`src/fault_supervisor_pkg.sv`:
```
// constants and register map for the converter fault supervisor
package fault_supervisor_pkg;

    // clock and timing
    localparam int CLK_PERIOD_NS = 100;
    localparam int FAULT_DELAY_NS = 6000;
    localparam int FAULT_DELAY_CYCLES = (FAULT_DELAY_NS + CLK_PERIOD_NS - 1) / CLK_PERIOD_NS;
    localparam int OT_DELAY_MS = 2;
    localparam int OT_DELAY_CYCLES = (OT_DELAY_MS * 1000000) / CLK_PERIOD_NS;
    localparam int RETRY_PERIOD_MS = 130;
    localparam int RETRY_CYCLES = (RETRY_PERIOD_MS * 1000000) / CLK_PERIOD_NS;
    localparam int OC_DELAY_CYCLES = 1;

    // register byte offsets
    localparam logic [7:0] CTRL_ADDR = 8'h00;
    localparam logic [7:0] THRESH_ADDR = 8'h04;
    localparam logic [7:0] STATUS_ADDR = 8'h08;
    localparam logic [7:0] IRQ_STATUS_ADDR = 8'h0C;
    localparam logic [7:0] IRQ_MASK_ADDR = 8'h10;
    localparam logic [7:0] SETPOINT_ADDR = 8'h14;

    // control register fields
    localparam int CTRL_ENABLE_BIT = 0;
    localparam int CTRL_TRK_ENABLE_BIT = 1;
    localparam int CTRL_LATCH_LSB = 2;
    localparam logic [6:0] CTRL_RESET = 7'h00;

    // threshold register fields
    localparam int OC_CODE_LSB = 0;
    localparam int OV_CODE_LSB = 4;
    localparam int UV_CODE_LSB = 8;
    localparam int PG_CODE_BIT = 12;
    localparam logic [3:0] OC_CODE_MAX = 4'hA;
    localparam logic [3:0] OC_CODE_RESET = 4'hA;
    localparam logic [1:0] OV_CODE_MAX = 2'h2;
    localparam logic [1:0] OV_CODE_RESET = 2'h2;
    localparam logic [1:0] UV_CODE_MAX = 2'h3;
    localparam logic [1:0] UV_CODE_RESET = 2'h0;
    localparam logic PG_CODE_RESET = 1'b0;

    // threshold scales, percent and millivolt
    localparam logic [7:0] OC_PCT_MIN = 8'h28;
    localparam logic [7:0] OC_PCT_STEP = 8'h0A;
    localparam logic [7:0] OV_PCT_MIN = 8'h6E;
    localparam logic [7:0] OV_PCT_STEP = 8'h0A;
    localparam logic [7:0] UV_PCT_MIN = 8'h4B;
    localparam logic [7:0] UV_PCT_STEP = 8'h05;
    localparam logic [7:0] PG_LOW_PCT_MIN = 8'h5A;
    localparam logic [7:0] PG_LOW_PCT_STEP = 8'h05;
    localparam logic [7:0] PG_HIGH_PCT = 8'h6E;
    localparam logic [7:0] PCT_FULL = 8'h64;
    localparam logic [23:0] OV_FLOOR_X100 = 24'h0186A0;
    localparam logic [15:0] TRK_LIMIT_MV = 16'h00FA;
    localparam logic [15:0] SETPOINT_RESET = 16'h03E8;

    // temperatures in degrees C
    localparam logic signed [7:0] OT_TRIP_C = 8'sh78;
    localparam logic signed [7:0] OT_RESTART_C = 8'sh6E;
    localparam logic signed [7:0] OT_WARN_C = 8'sh78;
    localparam logic signed [7:0] OT_WARN_HYST_C = 8'sh03;

    // fault and interrupt bit positions
    localparam int FLT_OC = 0;
    localparam int FLT_OV = 1;
    localparam int FLT_UV = 2;
    localparam int FLT_OT = 3;
    localparam int FLT_TRK = 4;
    localparam int EV_WARN = 5;
    localparam int EV_PG = 6;
    localparam int NUM_FAULTS = 5;
    localparam int NUM_EVENTS = 7;

endpackage

```
`src/converter_fault_supervisor.sv`:
```
// fault supervisor: thresholds, trip delays, fault types, warning and power good
`timescale 1ns/10ps
module converter_fault_supervisor #(
    parameter int OT_DELAY = fault_supervisor_pkg::OT_DELAY_CYCLES,
    parameter int RETRY_PERIOD = fault_supervisor_pkg::RETRY_CYCLES
) (
    // clock and reset
    input wire logic pclk,
    input wire logic presetn,
    // apb slave
    input wire logic psel,
    input wire logic penable,
    input wire logic pwrite,
    input wire logic [7:0] paddr,
    input wire logic [31:0] pwdata,
    output logic [31:0] prdata,
    output logic pready,
    output logic pslverr,
    // measurements from the converter, same clock
    input wire logic [15:0] vout_mv,
    input wire logic [7:0] iout_pct,
    input wire logic signed [7:0] temp_c,
    input wire logic signed [15:0] track_err_mv,
    input wire logic ramp_active,
    // power stage and system
    output logic stage_off,
    output logic output_window_ok_pin,
    output logic irq
);
    import fault_supervisor_pkg::*;

    typedef enum logic [1:0] {st_off, st_run, st_retry, st_latched} sup_state_type;

    sup_state_type state;
    logic [6:0] ctrl;
    logic [3:0] oc_code;
    logic [1:0] ov_code;
    logic [1:0] uv_code;
    logic pg_code;
    logic [15:0] setpoint_mv;
    logic [NUM_EVENTS-1:0] irq_status;
    logic [NUM_EVENTS-1:0] irq_mask;
    logic [31:0] retry_count;
    logic ot_active;
    logic warn_raw;
    logic warn_prev;
    logic pg_prev;
    logic reenable;

    logic wr_en;
    logic rd_setup;
    logic addr_ok;
    logic [31:0] next_rdata;

    logic [7:0] oc_pct;
    logic [7:0] ov_pct;
    logic [7:0] uv_pct;
    logic [7:0] pg_low_pct;
    logic [23:0] vout_x100;
    logic [23:0] ov_level;
    logic [23:0] ov_floored;
    logic [23:0] uv_level;
    logic [23:0] pg_low_level;
    logic [23:0] pg_high_level;
    logic [15:0] track_abs;

    logic [2:0] slow_raw;
    logic [2:0] slow_q;
    logic oc_raw;
    logic oc_q;
    logic ot_raw;
    logic ot_q;
    logic warn_q;
    logic pg_raw;
    logic [NUM_FAULTS-1:0] trip;
    logic [NUM_FAULTS-1:0] latch_type;
    logic any_trip;
    logic latch_trip;
    logic fault_present;
    logic [NUM_EVENTS-1:0] events;

    // apb decode: writes land at the access edge, reads are fetched in setup
    assign wr_en = psel && penable && pwrite;
    assign rd_setup = psel && !penable && !pwrite;
    assign pready = 1'b1;
    always_comb begin
        addr_ok = 1'b1;
        unique case (paddr)
            CTRL_ADDR, THRESH_ADDR, STATUS_ADDR, IRQ_STATUS_ADDR, IRQ_MASK_ADDR, SETPOINT_ADDR: addr_ok = 1'b1;
            default: addr_ok = 1'b0;
        endcase
    end
    assign pslverr = psel && penable && !addr_ok; // unmapped address answers with an error

    // read mux, registered so prdata comes from a flip-flop in the access phase
    always_comb begin
        next_rdata = 32'h0000_0000;
        unique case (paddr)
            CTRL_ADDR: next_rdata = {25'h0, ctrl};
            THRESH_ADDR: next_rdata = {19'h0, pg_code, 2'h0, uv_code, 2'h0, ov_code, oc_code};
            STATUS_ADDR: next_rdata = {19'h0, trip, 2'h0, ot_active, warn_q, output_window_ok_pin,
                                       state == st_retry, state == st_latched, state == st_run};
            IRQ_STATUS_ADDR: next_rdata = {25'h0, irq_status};
            IRQ_MASK_ADDR: next_rdata = {25'h0, irq_mask};
            SETPOINT_ADDR: next_rdata = {16'h0, setpoint_mv};
            default: next_rdata = 32'h0000_0000;
        endcase
    end

    always_ff @(posedge pclk or negedge presetn) begin
        if (!presetn) begin
            prdata <= 32'h0000_0000;
        end else if (rd_setup) begin
            prdata <= next_rdata;
        end
    end

    // control register; writing enable as one is the explicit re-enable
    always_ff @(posedge pclk or negedge presetn) begin
        if (!presetn) begin
            ctrl <= CTRL_RESET;
            reenable <= 1'b0;
        end else if (wr_en && paddr == CTRL_ADDR) begin
            ctrl <= pwdata[6:0];
            reenable <= pwdata[CTRL_ENABLE_BIT];
        end else begin
            reenable <= 1'b0;
        end
    end

    // threshold codes, clamped to the legal settings on write
    always_ff @(posedge pclk or negedge presetn) begin
        if (!presetn) begin
            oc_code <= OC_CODE_RESET;
            ov_code <= OV_CODE_RESET;
            uv_code <= UV_CODE_RESET;
            pg_code <= PG_CODE_RESET;
        end else if (wr_en && paddr == THRESH_ADDR) begin
            oc_code <= (pwdata[OC_CODE_LSB +: 4] > OC_CODE_MAX) ? OC_CODE_MAX : pwdata[OC_CODE_LSB +: 4];
            ov_code <= (pwdata[OV_CODE_LSB +: 2] > OV_CODE_MAX) ? OV_CODE_MAX : pwdata[OV_CODE_LSB +: 2];
            uv_code <= pwdata[UV_CODE_LSB +: 2];
            pg_code <= pwdata[PG_CODE_BIT];
        end
    end

    // output setpoint that the overvoltage, undervoltage and power good thresholds scale from
    always_ff @(posedge pclk or negedge presetn) begin
        if (!presetn) begin
            setpoint_mv <= SETPOINT_RESET;
        end else if (wr_en && paddr == SETPOINT_ADDR) begin
            setpoint_mv <= pwdata[15:0];
        end
    end

    // percentages from codes
    assign oc_pct = OC_PCT_MIN + 8'(oc_code) * OC_PCT_STEP;
    assign ov_pct = OV_PCT_MIN + 8'(ov_code) * OV_PCT_STEP;
    assign uv_pct = UV_PCT_MIN + 8'(uv_code) * UV_PCT_STEP;
    assign pg_low_pct = PG_LOW_PCT_MIN + 8'(pg_code) * PG_LOW_PCT_STEP;

    // compare in hundredths so no divider is needed
    assign vout_x100 = 24'(vout_mv) * 24'(PCT_FULL);
    assign ov_level = 24'(setpoint_mv) * 24'(ov_pct);
    assign ov_floored = (ov_level < OV_FLOOR_X100) ? OV_FLOOR_X100 : ov_level;
    assign uv_level = 24'(setpoint_mv) * 24'(uv_pct);
    assign pg_low_level = 24'(setpoint_mv) * 24'(pg_low_pct);
    assign pg_high_level = 24'(setpoint_mv) * 24'(PG_HIGH_PCT);
    assign track_abs = track_err_mv[15] ? 16'(-track_err_mv) : 16'(track_err_mv);

    // raw comparisons; undervoltage is ignored while the output is still ramping
    assign oc_raw = iout_pct > oc_pct;
    assign slow_raw[0] = vout_x100 > ov_floored;
    assign slow_raw[1] = (state == st_run) && !ramp_active && (vout_x100 < uv_level);
    assign slow_raw[2] = (state == st_run) && ramp_active && ctrl[CTRL_TRK_ENABLE_BIT]
                         && (track_abs > TRK_LIMIT_MV);
    assign ot_raw = temp_c >= OT_TRIP_C;
    assign pg_raw = (vout_x100 >= pg_low_level) && (vout_x100 <= pg_high_level);

    // voltage and tracking trips share the 6 us delay
    genvar g;
    generate
        for (g = 0; g < 3; g++) begin : gen_slow
            level_qualifier #(.COUNT(FAULT_DELAY_CYCLES)) u_qual (
                .pclk(pclk),
                .presetn(presetn),
                .raw(slow_raw[g]),
                .qualified(slow_q[g])
            );
        end
    endgenerate

    // overcurrent acts on the next edge
    level_qualifier #(.COUNT(OC_DELAY_CYCLES)) u_oc_qual (
        .pclk(pclk),
        .presetn(presetn),
        .raw(oc_raw),
        .qualified(oc_q)
    );

    // overtemperature shutdown delay
    level_qualifier #(.COUNT(OT_DELAY)) u_ot_qual (
        .pclk(pclk),
        .presetn(presetn),
        .raw(ot_raw),
        .qualified(ot_q)
    );

    // warning flag delay
    level_qualifier #(.COUNT(FAULT_DELAY_CYCLES)) u_warn_qual (
        .pclk(pclk),
        .presetn(presetn),
        .raw(warn_raw),
        .qualified(warn_q)
    );

    // power good delay, both directions
    level_qualifier #(.COUNT(FAULT_DELAY_CYCLES)) u_pg_qual (
        .pclk(pclk),
        .presetn(presetn),
        .raw(pg_raw),
        .qualified(output_window_ok_pin)
    );

    // overtemperature holds until the junction cools to the restart level
    always_ff @(posedge pclk or negedge presetn) begin
        if (!presetn) begin
            ot_active <= 1'b0;
        end else if (ot_q) begin
            ot_active <= 1'b1;
        end else if (temp_c <= OT_RESTART_C) begin
            ot_active <= 1'b0;
        end
    end

    // warning level with hysteresis; no enable, it always runs
    always_ff @(posedge pclk or negedge presetn) begin
        if (!presetn) begin
            warn_raw <= 1'b0;
        end else if (temp_c >= OT_WARN_C) begin
            warn_raw <= 1'b1;
        end else if (temp_c <= OT_WARN_C - OT_WARN_HYST_C) begin
            warn_raw <= 1'b0;
        end
    end

    // undervoltage and tracking are compared only in the run state; the other trips form in every state
    assign trip[FLT_OC] = oc_q;
    assign trip[FLT_OV] = slow_q[0];
    assign trip[FLT_UV] = slow_q[1];
    assign trip[FLT_OT] = ot_active;
    assign trip[FLT_TRK] = slow_q[2];
    assign latch_type = ctrl[CTRL_LATCH_LSB +: NUM_FAULTS];
    assign any_trip = |trip;
    assign latch_trip = |(trip & latch_type);
    // undervoltage and tracking cannot be judged with the stage off, so retry ignores them
    assign fault_present = trip[FLT_OC] || trip[FLT_OV] || trip[FLT_OT];

    // supervisor state; stage_off is the turn-off command
    always_ff @(posedge pclk or negedge presetn) begin
        if (!presetn) begin
            state <= st_off;
        end else if (!ctrl[CTRL_ENABLE_BIT]) begin
            state <= st_off;
        end else begin
            unique case (state)
                st_off: state <= st_run;
                st_run: begin
                    if (latch_trip) begin
                        state <= st_latched;
                    end else if (any_trip) begin
                        state <= st_retry;
                    end
                end
                st_retry: begin
                    if (retry_count == RETRY_PERIOD - 1 && !fault_present) begin
                        state <= st_run;
                    end
                end
                st_latched: begin
                    if (reenable) begin
                        state <= st_run;
                    end
                end
            endcase
        end
    end

    // retry period timer, restarts each period while the fault persists
    always_ff @(posedge pclk or negedge presetn) begin
        if (!presetn) begin
            retry_count <= 32'h0000_0000;
        end else if (state != st_retry || retry_count == RETRY_PERIOD - 1) begin
            retry_count <= 32'h0000_0000;
        end else begin
            retry_count <= retry_count + 32'h0000_0001;
        end
    end

    assign stage_off = (state != st_run);

    // edge history for warning and power good events
    always_ff @(posedge pclk or negedge presetn) begin
        if (!presetn) begin
            warn_prev <= 1'b0;
            pg_prev <= 1'b0;
        end else begin
            warn_prev <= warn_q;
            pg_prev <= output_window_ok_pin;
        end
    end

    assign events[NUM_FAULTS-1:0] = (state == st_run) ? trip : '0;
    assign events[EV_WARN] = warn_q && !warn_prev;
    assign events[EV_PG] = output_window_ok_pin != pg_prev;

    // sticky status, write one to clear; a new event beats the clear
    always_ff @(posedge pclk or negedge presetn) begin
        if (!presetn) begin
            irq_status <= '0;
        end else if (wr_en && paddr == IRQ_STATUS_ADDR) begin
            irq_status <= (irq_status & ~pwdata[NUM_EVENTS-1:0]) | events;
        end else begin
            irq_status <= irq_status | events;
        end
    end

    // interrupt mask, same layout
    always_ff @(posedge pclk or negedge presetn) begin
        if (!presetn) begin
            irq_mask <= '0;
        end else if (wr_en && paddr == IRQ_MASK_ADDR) begin
            irq_mask <= pwdata[NUM_EVENTS-1:0];
        end
    end

    assign irq = |(irq_status & irq_mask);
endmodule

```
`src/level_qualifier.sv`:
```
// delay filter: output follows input once input has differed for a fixed count
`timescale 1ns/10ps
module level_qualifier #(
    parameter int COUNT = 60
) (
    // clock and reset
    input wire logic pclk,
    input wire logic presetn,
    // level in and qualified level out
    input wire logic raw,
    output logic qualified
);
    localparam int W = (COUNT > 1) ? $clog2(COUNT) : 1;

    logic [W-1:0] count;

    // count while raw disagrees; a glitch shorter than the delay is swallowed
    always_ff @(posedge pclk or negedge presetn) begin
        if (!presetn) begin
            count <= '0;
            qualified <= 1'b0;
        end else if (raw == qualified) begin
            count <= '0;
        end else if (count == W'(COUNT - 1)) begin
            count <= '0;
            qualified <= raw;
        end else begin
            count <= count + 1'b1;
        end
    end
endmodule

```
`config.mk`:
```
export PLATFORM = sky130hd
export DESIGN_NAME = converter_fault_supervisor
export DESIGN_NICKNAME = d
export VERILOG_FILES = /design/src/fault_supervisor_pkg.sv /design/src/converter_fault_supervisor.sv /design/src/level_qualifier.sv
export SDC_FILE = /design/constraint.sdc
export NUM_CORES = 1
export LEC_CHECK = 0
export BUFFER_PORTS_ARGS = -buffer_cell sky130_fd_sc_hd__buf_2
export CORE_MARGIN = 5
export CORE_UTILIZATION = 35
export DETAILED_ROUTE_END_ITERATION = 8
export GPL_ROUTABILITY_DRIVEN = 0
export SETUP_SLACK_MARGIN = 0.4
export SYNTH_ARGS = -nofsm -noshare
export SYNTH_HDL_FRONTEND = slang
export SYNTH_SLANG_ARGS = --single-unit
export TNS_END_PERCENT = 10
```
`constraint.sdc`:
```
create_clock -name pclk -period 13.15 [get_ports pclk]
set_clock_uncertainty 0.05 [all_clocks]
set_input_delay 1.315 -clock pclk [delete_from_list [all_inputs] [get_ports pclk]]
set_output_delay 1.315 -clock pclk [all_outputs]
set_load 0.02 [all_outputs]
```
After elaboration in Yosys (flattened, before gate mapping)
Cells that the tools add are included.
- register bits: 170
- input bits: 94
- add/sub/neg operators: 13
- multiply operators: 9
- order comparisons: 12
- equality and inequality tests: 28
- mux-type cells: 34
- bitwise operators: 14
- reductions and logical operators: 43
- operators by type and width (operator ; number):
    $pmux W16 S6 ; 1
    $mul A16 B8 Y24 ; 3
    $mux W6 ; 10
    $add A32 B1 Y32 const B ; 1
    $eq A32 B21 Y1 const B ; 1
    $mux W32 ; 1
    $add A6 B1 Y6 const B ; 5
    $eq A6 B6 Y1 const B ; 5
    $mux W15 ; 2
    $ge A23 B24 Y1 ; 1
    $gt A23 B24 Y1 ; 1
    $lt A23 B24 Y1 ; 1
    $lt A24 B17 Y1 const B ; 1
    $mux W24 ; 1
    $le A23 B23 Y1 ; 1
    $mul A16 B6 Y22 const B ; 1
    $mul A16 B5 Y21 const B ; 1
    $logic_and A1 B1 Y1 ; 18
    $eq A8 B4 Y1 const B ; 2
    $eq A8 B5 Y1 const B ; 2
    $gt A16 B8 Y1 const B ; 1
    $le A8 B8 Y1 const B ; 2
    $mux W16 ; 1
    $neg A16 Y16 ; 1
    45 further kinds ; 89

Logic depth before layout (Yosys ltp)
Gate-level depths: netlist of run 1.
- word-level depth: 9
- gate-level depth with buffers: 37

Hierarchy
Synthesis of run 1 repeated with hierarchy kept, for this count alone.
- cell total of the unflattened synthesis: 2524
- area total of the unflattened synthesis: 22636.7 um^2
- by module, submodules not included (module ; times used ; cells an instance ; area an instance (um^2) ; seq. area each (um^2)):
    converter_fault_supervisor ; 1 ; 2308 ; 20294.5 ; 2538.7
    level_qualifier (gen_slow[0].u_qual ...) ; 5 ; 27 ; 305.3 ; 175.2
    level_qualifier (u_ot_qual) ; 1 ; 79 ; 787.0 ; 400.4
    level_qualifier (u_oc_qual) ; 1 ; 2 ; 28.8 ; 25.0

Least setup slack after synthesis of run 1
Ideal clock, no wire load.
- kind: reg2reg
- start point: register ov_code[1]
- end point: register gen_slow[0].u_qual.count[0]
- library setup time: 0.094 ns
- data arrival time: 8.312 ns
- required time: 13.006 ns
- setup slack: 4.695 ns
- stages on the path, launching flop included: 38
- path buffers: 5
- clock period less this slack: 8.455 ns
- path through: dfstp_2 -> clkbuf_1 -> clkbuf_1 -> inv_1 -> ha_1 -> clkbuf_1 -> nand2_1 -> fa_1 -> fa_1 -> inv_1 -> fa_1 -> inv_1 -> fa_1 -> inv_1 -> ha_1 -> a21oi_1 -> o22ai_2 -> o311ai_2 -> (+2 left out) -> o311ai_4 -> or4b_4 -> nor3_1 -> o21ai_1 -> buf_2 -> and2_1 -> ha_1 -> and4_1 -> nand3_1 -> nor3_1 -> o21a_1 -> o31ai_1 -> nor4_1 -> mux2_2 -> o21bai_1 -> or3_1 -> buf_2 -> a211oi_1
- cells in the longest elaborated chain, start to end: 8
- ends and longest elaborated chain (item ; line ; text):
    start: declaration ; converter_fault_supervisor.sv:37 ; logic [1:0] ov_code;
    start signal: assignment ; converter_fault_supervisor.sv:140 ; ov_code <= (pwdata[OV_CODE_LSB +: 2] > OV_CODE_MAX) ? OV_CODE_MAX : pwdata[OV_CODE_LSB +: 2];
    $mul A2 B3 Y5 (*) ; converter_fault_supervisor.sv:157 ; assign ov_pct = OV_PCT_MIN + 8'(ov_code) * OV_PCT_STEP;
    $add A7 B6 Y8 (*) ; converter_fault_supervisor.sv:157 ;
    $mul A16 B8 Y24 (*) ; converter_fault_supervisor.sv:163 ; assign ov_level = 24'(setpoint_mv) * 24'(ov_pct);
    $lt A24 B17 Y1 ; converter_fault_supervisor.sv:164 ; assign ov_floored = (ov_level < OV_FLOOR_X100) ? OV_FLOOR_X100 : ov_level;
    $mux W24 (*) ; converter_fault_supervisor.sv:164 ;
    $gt A23 B24 Y1 (*) ; converter_fault_supervisor.sv:172 ; assign slow_raw[0] = vout_x100 > ov_floored;
    $eq A1 B1 Y1 (*) ; level_qualifier.sv:22 ; end else if (raw == qualified) begin
    $mux W6 (*) ; level_qualifier.sv:22 ;
    end signal: assignment ; level_qualifier.sv:28 ; count <= count + 1'b1;
    end: declaration ; level_qualifier.sv:15 ; logic [W-1:0] count;
Every way passes the cells marked *; elsewhere a longest branch is shown, timed or not.
A chain may end at the register's enable or synchronous reset.

Worst setup path in the final report of run 1
- start point: register ov_code[0]
- end point: register gen_slow[0].u_qual.count[0]
Same word-level chain as after synthesis.

==> results of run 1 <==
kinds of logic after synthesis:
| kind of cell | Yosys count | share of synthesized area, % |
|---|---|---|
| adders and majority gates | 586 | 39.4 |
| and+or+nand+nor | 727 | 15.5 |
| other | 2 | 0.0330 |
| AOI/OAI and AO/OA | 418 | 12.3 |
| buffers and inverters | 483 | 8.25 |
| xor gates and xnor gates | 150 | 5.77 |
| muxes | 39 | 1.91 |
| DFF | 153 | 16.9 |
path summary, 6_finish.rpt:
path                                          endpoint  slack, ns
setup / recovery           gen_slow[0].u_qual.count[0]       3.56
hold / removal                           irq_status[5]       0.39
setup reg to reg           gen_slow[0].u_qual.count[0]       3.56
hold reg to reg                          irq_status[5]       0.39
max in group asynchronous  gen_slow[0].u_qual.count[0]      10.73
min in group asynchronous               retry_count[9]       0.87
per-layer routing:
metal / track usage, % / vias to the layer above
met4: 3.12 / 6
met2: 24.4 / 318
met3: 2.33 / 55
li1: - / 8658
met1: 22.4 / 8338
met5: 0 / -
registers in the layout, summed over array words and instances, names as in the netlist, 2 cells and up:
signal / flops
gen_slow.u_qual.count: 18
u_ot_qual.count: 15
prdata: 16
u_pg_qual.count: 6
ov_code: 2
setpoint_mv: 16
uv_code: 2
state: 2
oc_code: 4
gen_slow.u_qual.qualified: 3
ctrl: 7
retry_count: 32
u_warn_qual.count: 6
irq_mask: 7
irq_status: 7
placed cells by master (no fill, tap or decap), types with 14 or more instances in the layout:
cell / instances
inv_1: 393
ha_1: 368
fa_1: 218
nor2_1: 212
nand2_1: 178
dfrtp_1: 144
a21oi_1: 98
buf_2: 96
o21ai_0: 95
xor2_1: 84
xnor2_1: 66
and2_1: 61
nand3_1: 54
a21o_1: 53
nor2b_1: 39
nand2b_1: 37
nand4_1: 36
nor3_1: 34
buf_4: 28
mux2_2: 25
o21a_1: 22
conb_1: 18
clkbuf_16: 17
and3_1: 15
a31oi_1: 14
o211ai_1: 14
critical path, delay by kind of cell (launching register included):
family                     cells  cell delay (ns)
muxes                          1             0.20
adders and majority gates      7             3.34
DFF                            1             0.84
buffers and inverters          4             0.31
and+or+nand+nor               10             2.58
AOI/OAI and AO/OA             10             2.14
power breakdown:
part           total, mW  switching [mW]  internal, mW
combinational       3.21            1.80          1.41
sequential         0.552          0.0423         0.509
clock              0.530           0.200         0.330
total               4.29            2.04          2.25
cell type report:
type,instances,share of cell area [%]
well taps,855,4.30
inverters,396,5.97
diodes,4,0.0402
repair buffers,125,2.82
clock buffers,20,1.83
clock inverters,12,0.754
multi-input cells,1938,68.9
flip-flops and latches,153,15.4
==> metrics.txt, run 1 <==
status=complete, no violations; layout cell share with drive strength beyond 1=8.32%; DR WL met3=2.48 mm; grt total ovfl=0; Lkg Pwr=about 12 nW; post-layout util=between 30% and 40%; GRT Overall Usage=approximately 15%; RSZ-0062 raised after global routing=false; htree depth=4; critical path type=flop to flop; Reg clk slew, reported paths=0.06 ns; Post-DP Area=24200 um^2; vias in the first global route=around 16000; Met1 Routed Length=26.3 mm; Final Instance Count excl. Fillers=3503; Netlist cell types=90; Via density=4.96; pin count of the biggest net entering global routing=80; first-pass iteration count of the detailed router=6; CP Max Fanout=19; fmax=104 MHz; Post-CTS Setup Inserts=0; Final Cell Area=24900 um^2; nets=3311; Slew headroom=about a quarter; post-layout min period=9.59 ns; clock tree sinks=approximately 150; largest cells by area after synthesis=ha_1 20%, fa_1 19%, dfrtp_1 16%; Sequential cell area=about 3800 um^2; Final Max Tran Viols=0; Peak VDD IR=0.120 mV; Die Span Y=approximately 270 um; area leader, netlist=ha_1; Mapped Area=22800 um^2; total length of routed wires=between 50 and 60 mm; worst skew pair latency=around 0.43 ns; DP Cell Count=3467; CP Launch Type=flop; Post-synth EDFFs=0; fillers=6584; first-pass GRT wire length=88.5 mm; Fin Hold WS=0.389 ns; hold buffers post-CTS=0; CP peak stage delay=0.84 ns; clock buffer depth=2; most common cell in the netlist=inv_1; Top FF cell, synth=dfrtp_1; Seq cells post-synth=between 150 and 200; worst min-delay path class=flop to flop; RR Startpoint=ov_code[0]; CTS buffer count=17; row cnt=93; setup TNS=0 ns; io pins=131; Final Cycle Share=72.9%; DR WL met2=24.1 mm; hpwl dp=43.3 mm; routed len/inst=15.4 um; Vias=17400; total power=4.29 mW; slowest CP cell=dfrtp_1; Core Area=64500 um^2; CTS resizes=0; IO buf count=just under 100; Required @ worst endpoint=roughly 13 ns; Gate Count Post-Synth=2558; CTS tree=yes; async set or reset register ratio after synthesis=100%; setup slack at placement=3.63 ns; CP Data Arrival Time=~9.9 ns; Ys Warns=0; chip width=around 270 um; setup violators final=0; Root Driver=clkbuf_16; Max-cap violations=0; Die Area=70300 um^2; Post-Syn Area per Cell=8.91 um^2; Routed Antenna Nets=0; DRC Markers=0; Area Growth Syn to Fin=9.26%; Initial DRC Count=just over 800; Seq/Total Area, Yosys=between 10% and 20%; multi-input combinational cell area=17100 um^2; hold path depth=1; R2R depth=32; top layer in use=met5; setup slack after layout=3.56 ns; Synth top cells by count=393 x inv_1, 368 x ha_1, 218 x fa_1; Critical path origin=ov_code[0]; Synth top area share=roughly a fifth; CP endpoint kind=flop; initial antenna violation count=7; Initial Util=35.3%; Hold Crit Start=warn_prev; Worst-Margin Slew=approximately 1.1 ns; pwr dens=172 nW/um^2; endpoints failing hold=0
Note: power is estimated with default switching activity, not from simulation.
==> run 2: changes to the inputs <==
==> constraint.sdc (replaced) <==
create_clock -name pclk -period 9.4 [get_ports pclk]
set_clock_uncertainty 0.05 [all_clocks]
set_input_delay 0.94 -clock pclk [delete_from_list [all_inputs] [get_ports pclk]]
set_output_delay 0.94 -clock pclk [all_outputs]
set_load 0.02 [all_outputs]
==> run 2 against run 1 <==
Net effect: clock-buffer cell count down 2; sequential power grew 39%; die area is the same; final cell count up 0.71%; total power up 41%; cell area up 0.80%; critical path depth decreased by 1; clock power grew 33%; combinational power increased by 42%; non-clock buffer count rose by 25; utilization up 0.31 points; highest routed layer unchanged.
==> metrics.txt, run 2 (same netlist as run 1, synthesis figures left out) <==
row cnt=93; Setup crit end=gen_slow[0].u_qual.count[0]; CP endpoint kind=flop; post-layout min period=8.47 ns; io pins=131; fillers=6599; Final Max Tran Viols=0; clock buffer depth=2; fmax=118 MHz; first-pass GRT wire length=around 89 mm; Core Area=64500 um^2; grt total ovfl=0; R2R depth=31; Peak VDD IR=0.184 mV; Worst-Margin Slew=1.04 ns; total length of routed wires=54.7 mm; Lkg Pwr=12.5 nW; first-pass iteration count of the detailed router=6; CP Launch Type=flop; Top cell by count, worst path=fa_1; worst skew pair latency=approximately 0.43 ns; Reg clk slew, reported paths=roughly 0.070 ns; CP Max Fanout=16; RSZ-0062 raised after global routing=false; routed len/inst=15.5 um; DRC Markers=0; setup violators final=0; CTS tree=yes; IO buf count=between 90 and 100; setup TNS=0 ns; largest registers=retry_count (32), gen_slow.u_qual.count (18); Slew headroom=28.9%; flop-to-flop setup slack=between 0.9 and 1 ns; Initial DRC Count=907; Die Area=70300 um^2; CP peak stage delay=0.71 ns; Via density=4.91; Die Span Y=265 um; initial antenna violation count=8; most frequent standard cell in the layout excluding fill and tap cells=inv_1; htree depth=4; status=complete, no violations; CP Data Arrival Time=8.75 ns; Critical path origin=ov_code[1]; hpwl dp=44.3 mm; GRT Overall Usage=between 15 and 20%; worst min-delay path class=flop to flop; Largest Register=retry_count; Routed Antenna Nets=0; chip width=265 um; max reg flops=32; Required @ worst endpoint=a little under 10 ns; Fin Hold WS=about 0.38 ns; Max-cap violations=0; critical path type=flop to flop; r2r endpoint=gen_slow[0].u_qual.count[0]; leading cell types in the layout, fill and taps excluded=393 x inv_1, 366 x ha_1, 218 x fa_1; pwr dens=240 nW/um^2; Initial Util=a little over a third; vias in the first global route=approximately 17000; RR Startpoint=ov_code[1]; Vias=17300; Area Growth Syn to Fin=10.1%; pin count of the biggest net entering global routing=112; slowest CP cell=dfstp_4; endpoints failing hold=0; layout cell share with drive strength beyond 1=9.41%; nets=3336; clock tree sinks=153; Final Cycle Share=roughly 90%; CTS buffer count=17; Root Driver=clkbuf_16
-- run 2: report_power, final --
group	internal, mW	switching, mW
clock network	0.407	0.298
logic	2.00	2.56
registers	0.712	0.0556
total	3.12	2.92
-- run 2: worst min path at each step --
stage,startpoint,to,depth (start not counted)
floorplan,warn_prev,irq_status[5],1
global placement,warn_prev,irq_status[5],1
detailed placement,warn_prev,irq_status[5],1
CTS,warn_prev,irq_status[5],1
global route,warn_prev,irq_status[5],1
finish,warn_prev,irq_status[5],1
-- run 2: through the flow --
step	worst slack (ns)	power (mW)	instances	util [%]	area, um^2
2_1_floorplan	0.945	4.23	2574	-	22800
3_3_place_gp	0.554	5.23	3492	37.9	24400
3_5_place_dp	0.475	5.26	3492	37.9	24400
4_1_cts	0.456	6.00	3523	38.8	25000
5_1_grt	0.474	6.73	3526	38.9	25100
6_report	0.930	6.03	3528	38.9	25100
-- run 2: area by class of cell --
class	instances	area [um^2]	area share [%]
Multi-Input combinational cell	1938	17200	68.5
Timing Repair Buffer	150	890	3.55
Antenna cell	5	12.5	0.0499
Tap cell	855	1070	4.26
Sequential cell	153	3840	15.3
Clock buffer	18	439	1.75
Inverter	396	1490	5.92
Clock inverter	13	159	0.633
-- run 2: worst max-delay path, delay by kind of cell, from the launching register on --
family / cells / cell delay (ns)
mux: 1 / 0.22
simple gates: 10 / 2.38
buf+inv: 4 / 0.37
compound gates: 9 / 1.74
fa+ha+maj: 7 / 2.89
flops: 1 / 0.71
-- run 2: metal layers --
layer / up-vias / part of all wire [%] / track usage (%)
met5: - / 0.075 / 0
met2: 335 / 45 / 24.4
met3: 50 / 4.8 / 2.41
met4: 6 / 2.0 / 3.24
li1: 8685 / - / -
met1: 8235 / 48 / 22.5
-- run 2: what timing repair did --
item | CTS | global route
gates resized for setup | 0 | 10
buffers inserted | 0 | 0
endpoints found under the setup margin | 0 | 7
hold buffers | 0 | 0
==> run 3: changes to the inputs <==
--- a/config.mk
+++ b/config.mk
@@ -10,6 +10,7 @@
 export CORE_UTILIZATION = 35
 export DETAILED_ROUTE_END_ITERATION = 8
 export GPL_ROUTABILITY_DRIVEN = 0
+export RECOVER_POWER = 50
 export SETUP_SLACK_MARGIN = 0.4
 export SYNTH_ARGS = -nofsm -noshare
 export SYNTH_HDL_FRONTEND = slang
==> run 3 against run 2 <==
Net effect: the run now ends with max-capacitance violations, max-slew violations left; worst hold slack is essentially flat; cell area shrank 0.18%; fmax grew 0.39%; largest power group unchanged; first-iteration DRC count is the same; register-to-register slack gained 0.03 ns.
==> metrics.txt, run 3 (same netlist as run 1, synthesis figures left out) <==
CTS buffer count=17; Routed Antenna Nets=0; initial antenna violation count=8; pin count of the biggest net entering global routing=~110; Worst-Margin Slew=between 5 and 6 ns; Vias=17400; setup TNS=0 ns; critical path type=flop to flop; DRC Markers=0; CP Max Fanout=16; fmax=119 MHz; post-layout min period=~8.4 ns; R2R depth=31; Initial DRC Count=907; nets=around 3300; RSZ-0062 raised after global routing=false; row cnt=93; CP endpoint kind=flop; total power=about 6.0 mW; Required @ worst endpoint=just under 10 ns; Top cell by count, worst path=fa_1; grt total ovfl=0; setup violators final=0; Critical path origin=ov_code[1]; most frequent standard cell in the layout excluding fill and tap cells=inv_1; status=finished with violations; CP Launch Type=flop; vias in the first global route=around 17000; Fin Hold WS=approximately 0.38 ns; Sequential cell area=3840 um^2; Setup crit end=gen_slow[0].u_qual.count[0]; Via density=4.92; clock buffer depth=2; CP Data Arrival Time=8.72 ns; Final Cycle Share=89.8%; top layer in use=met5; r2r endpoint=gen_slow[0].u_qual.count[0]; Peak VDD IR=0.184 mV; Met1 Routed Length=about 26 mm; Core Area=about 64000 um^2; clock tree sinks=153; Final Max Tran Viols=171; leading cell types in the layout, fill and taps excluded=393 x inv_1, 366 x ha_1, 218 x fa_1; DR WL met2=24.6 mm; post-layout util=between 30% and 40%; Area Growth Syn to Fin=9.94%; Largest Register=retry_count; DP Cell Count=roughly 3500; Crit. path cell count=31; first-pass GRT wire length=88.9 mm; largest registers=retry_count (32), gen_slow.u_qual.count (18); flop-to-flop setup slack=~0.96 ns; Root Driver=clkbuf_16; GRT Overall Usage=15.4%; DR WL met3=around 2.6 mm; Slew headroom=-297%; hold buffers post-CTS=0; CTS tree=yes; worst skew pair latency=0.43 ns; Reg clk slew, reported paths=approximately 0.070 ns; RR Startpoint=ov_code[1]; chip width=265 um; total length of routed wires=roughly 55 mm; layout cell share with drive strength beyond 1=8.66%; fillers=6613; Max-cap violations=3; endpoints failing hold=0; worst min-delay path class=flop to flop; CP peak stage delay=0.71 ns; htree depth=4; io pins=131; Lkg Pwr=12.4 nW; Hold Crit Start=warn_prev; multi-input combinational cell area=around 17000 um^2; pwr dens=241 nW/um^2; Initial Util=35.3%; max reg flops=32; Die Span Y=265 um; critical path buffer and inverter count=4; hpwl dp=44.3 mm; slowest CP cell=dfstp_4; Final Instance Count excl. Fillers=3528; Die Area=70300 um^2; failing checks=max-capacitance violations, max-slew violations; routed len/inst=15.5 um; first-pass iteration count of the detailed router=8; IO buf count=97; CP top delay family=adder cells
-- run 3: area by class of cell --
class | count | area share, %
inverter | 396 | 5.94
tap | 855 | 4.27
multi-input combinational | 1938 | 68.6
clock inverter | 13 | 0.635
clock buffer | 18 | 1.75
timing repair buffer | 150 | 3.42
sequential | 153 | 15.3
antenna | 5 | 0.0500
-- run 3: what timing repair did --
action                     in CTS  in global routing
gates resized for setup         0                 10
setup buffers                   0                  0
setup endpoints to repair       0                  7
-- run 3: power by group --
part / switching, mW / internal [mW] / leakage [nW]
Sequential: 0.0552 / 0.712 / 2.00
Combinational: 2.57 / 2.00 / 10.1
Clock: 0.297 / 0.406 / 0.294
-- run 3: worst min path at each step --
stage               cells past startpoint  slack, ns       endpoint
finish                                  1       0.38  irq_status[5]
global route                            1       0.43  irq_status[5]
CTS                                     1       0.39  irq_status[5]
detailed placement                      1       0.38  irq_status[5]
global placement                        1       0.35  irq_status[5]
floorplan                               1       0.35  irq_status[5]
-- run 3: through the flow --
stage | cell area (um^2) | setup WS, ns
5_1_grt | 25000 | 0.474
2_1_floorplan | 22800 | 0.945
4_1_cts | 25000 | 0.456
3_5_place_dp | 24400 | 0.475
3_3_place_gp | 24400 | 0.554
6_report | 25000 | 0.963
-- run 3: metal layers --
layer / vias up / global-route usage (%)
met1: 8282 / 22.5
li1: 8687 / -
met2: 345 / 24.4
met3: 53 / 2.41
met5: - / 0
met4: 6 / 3.24
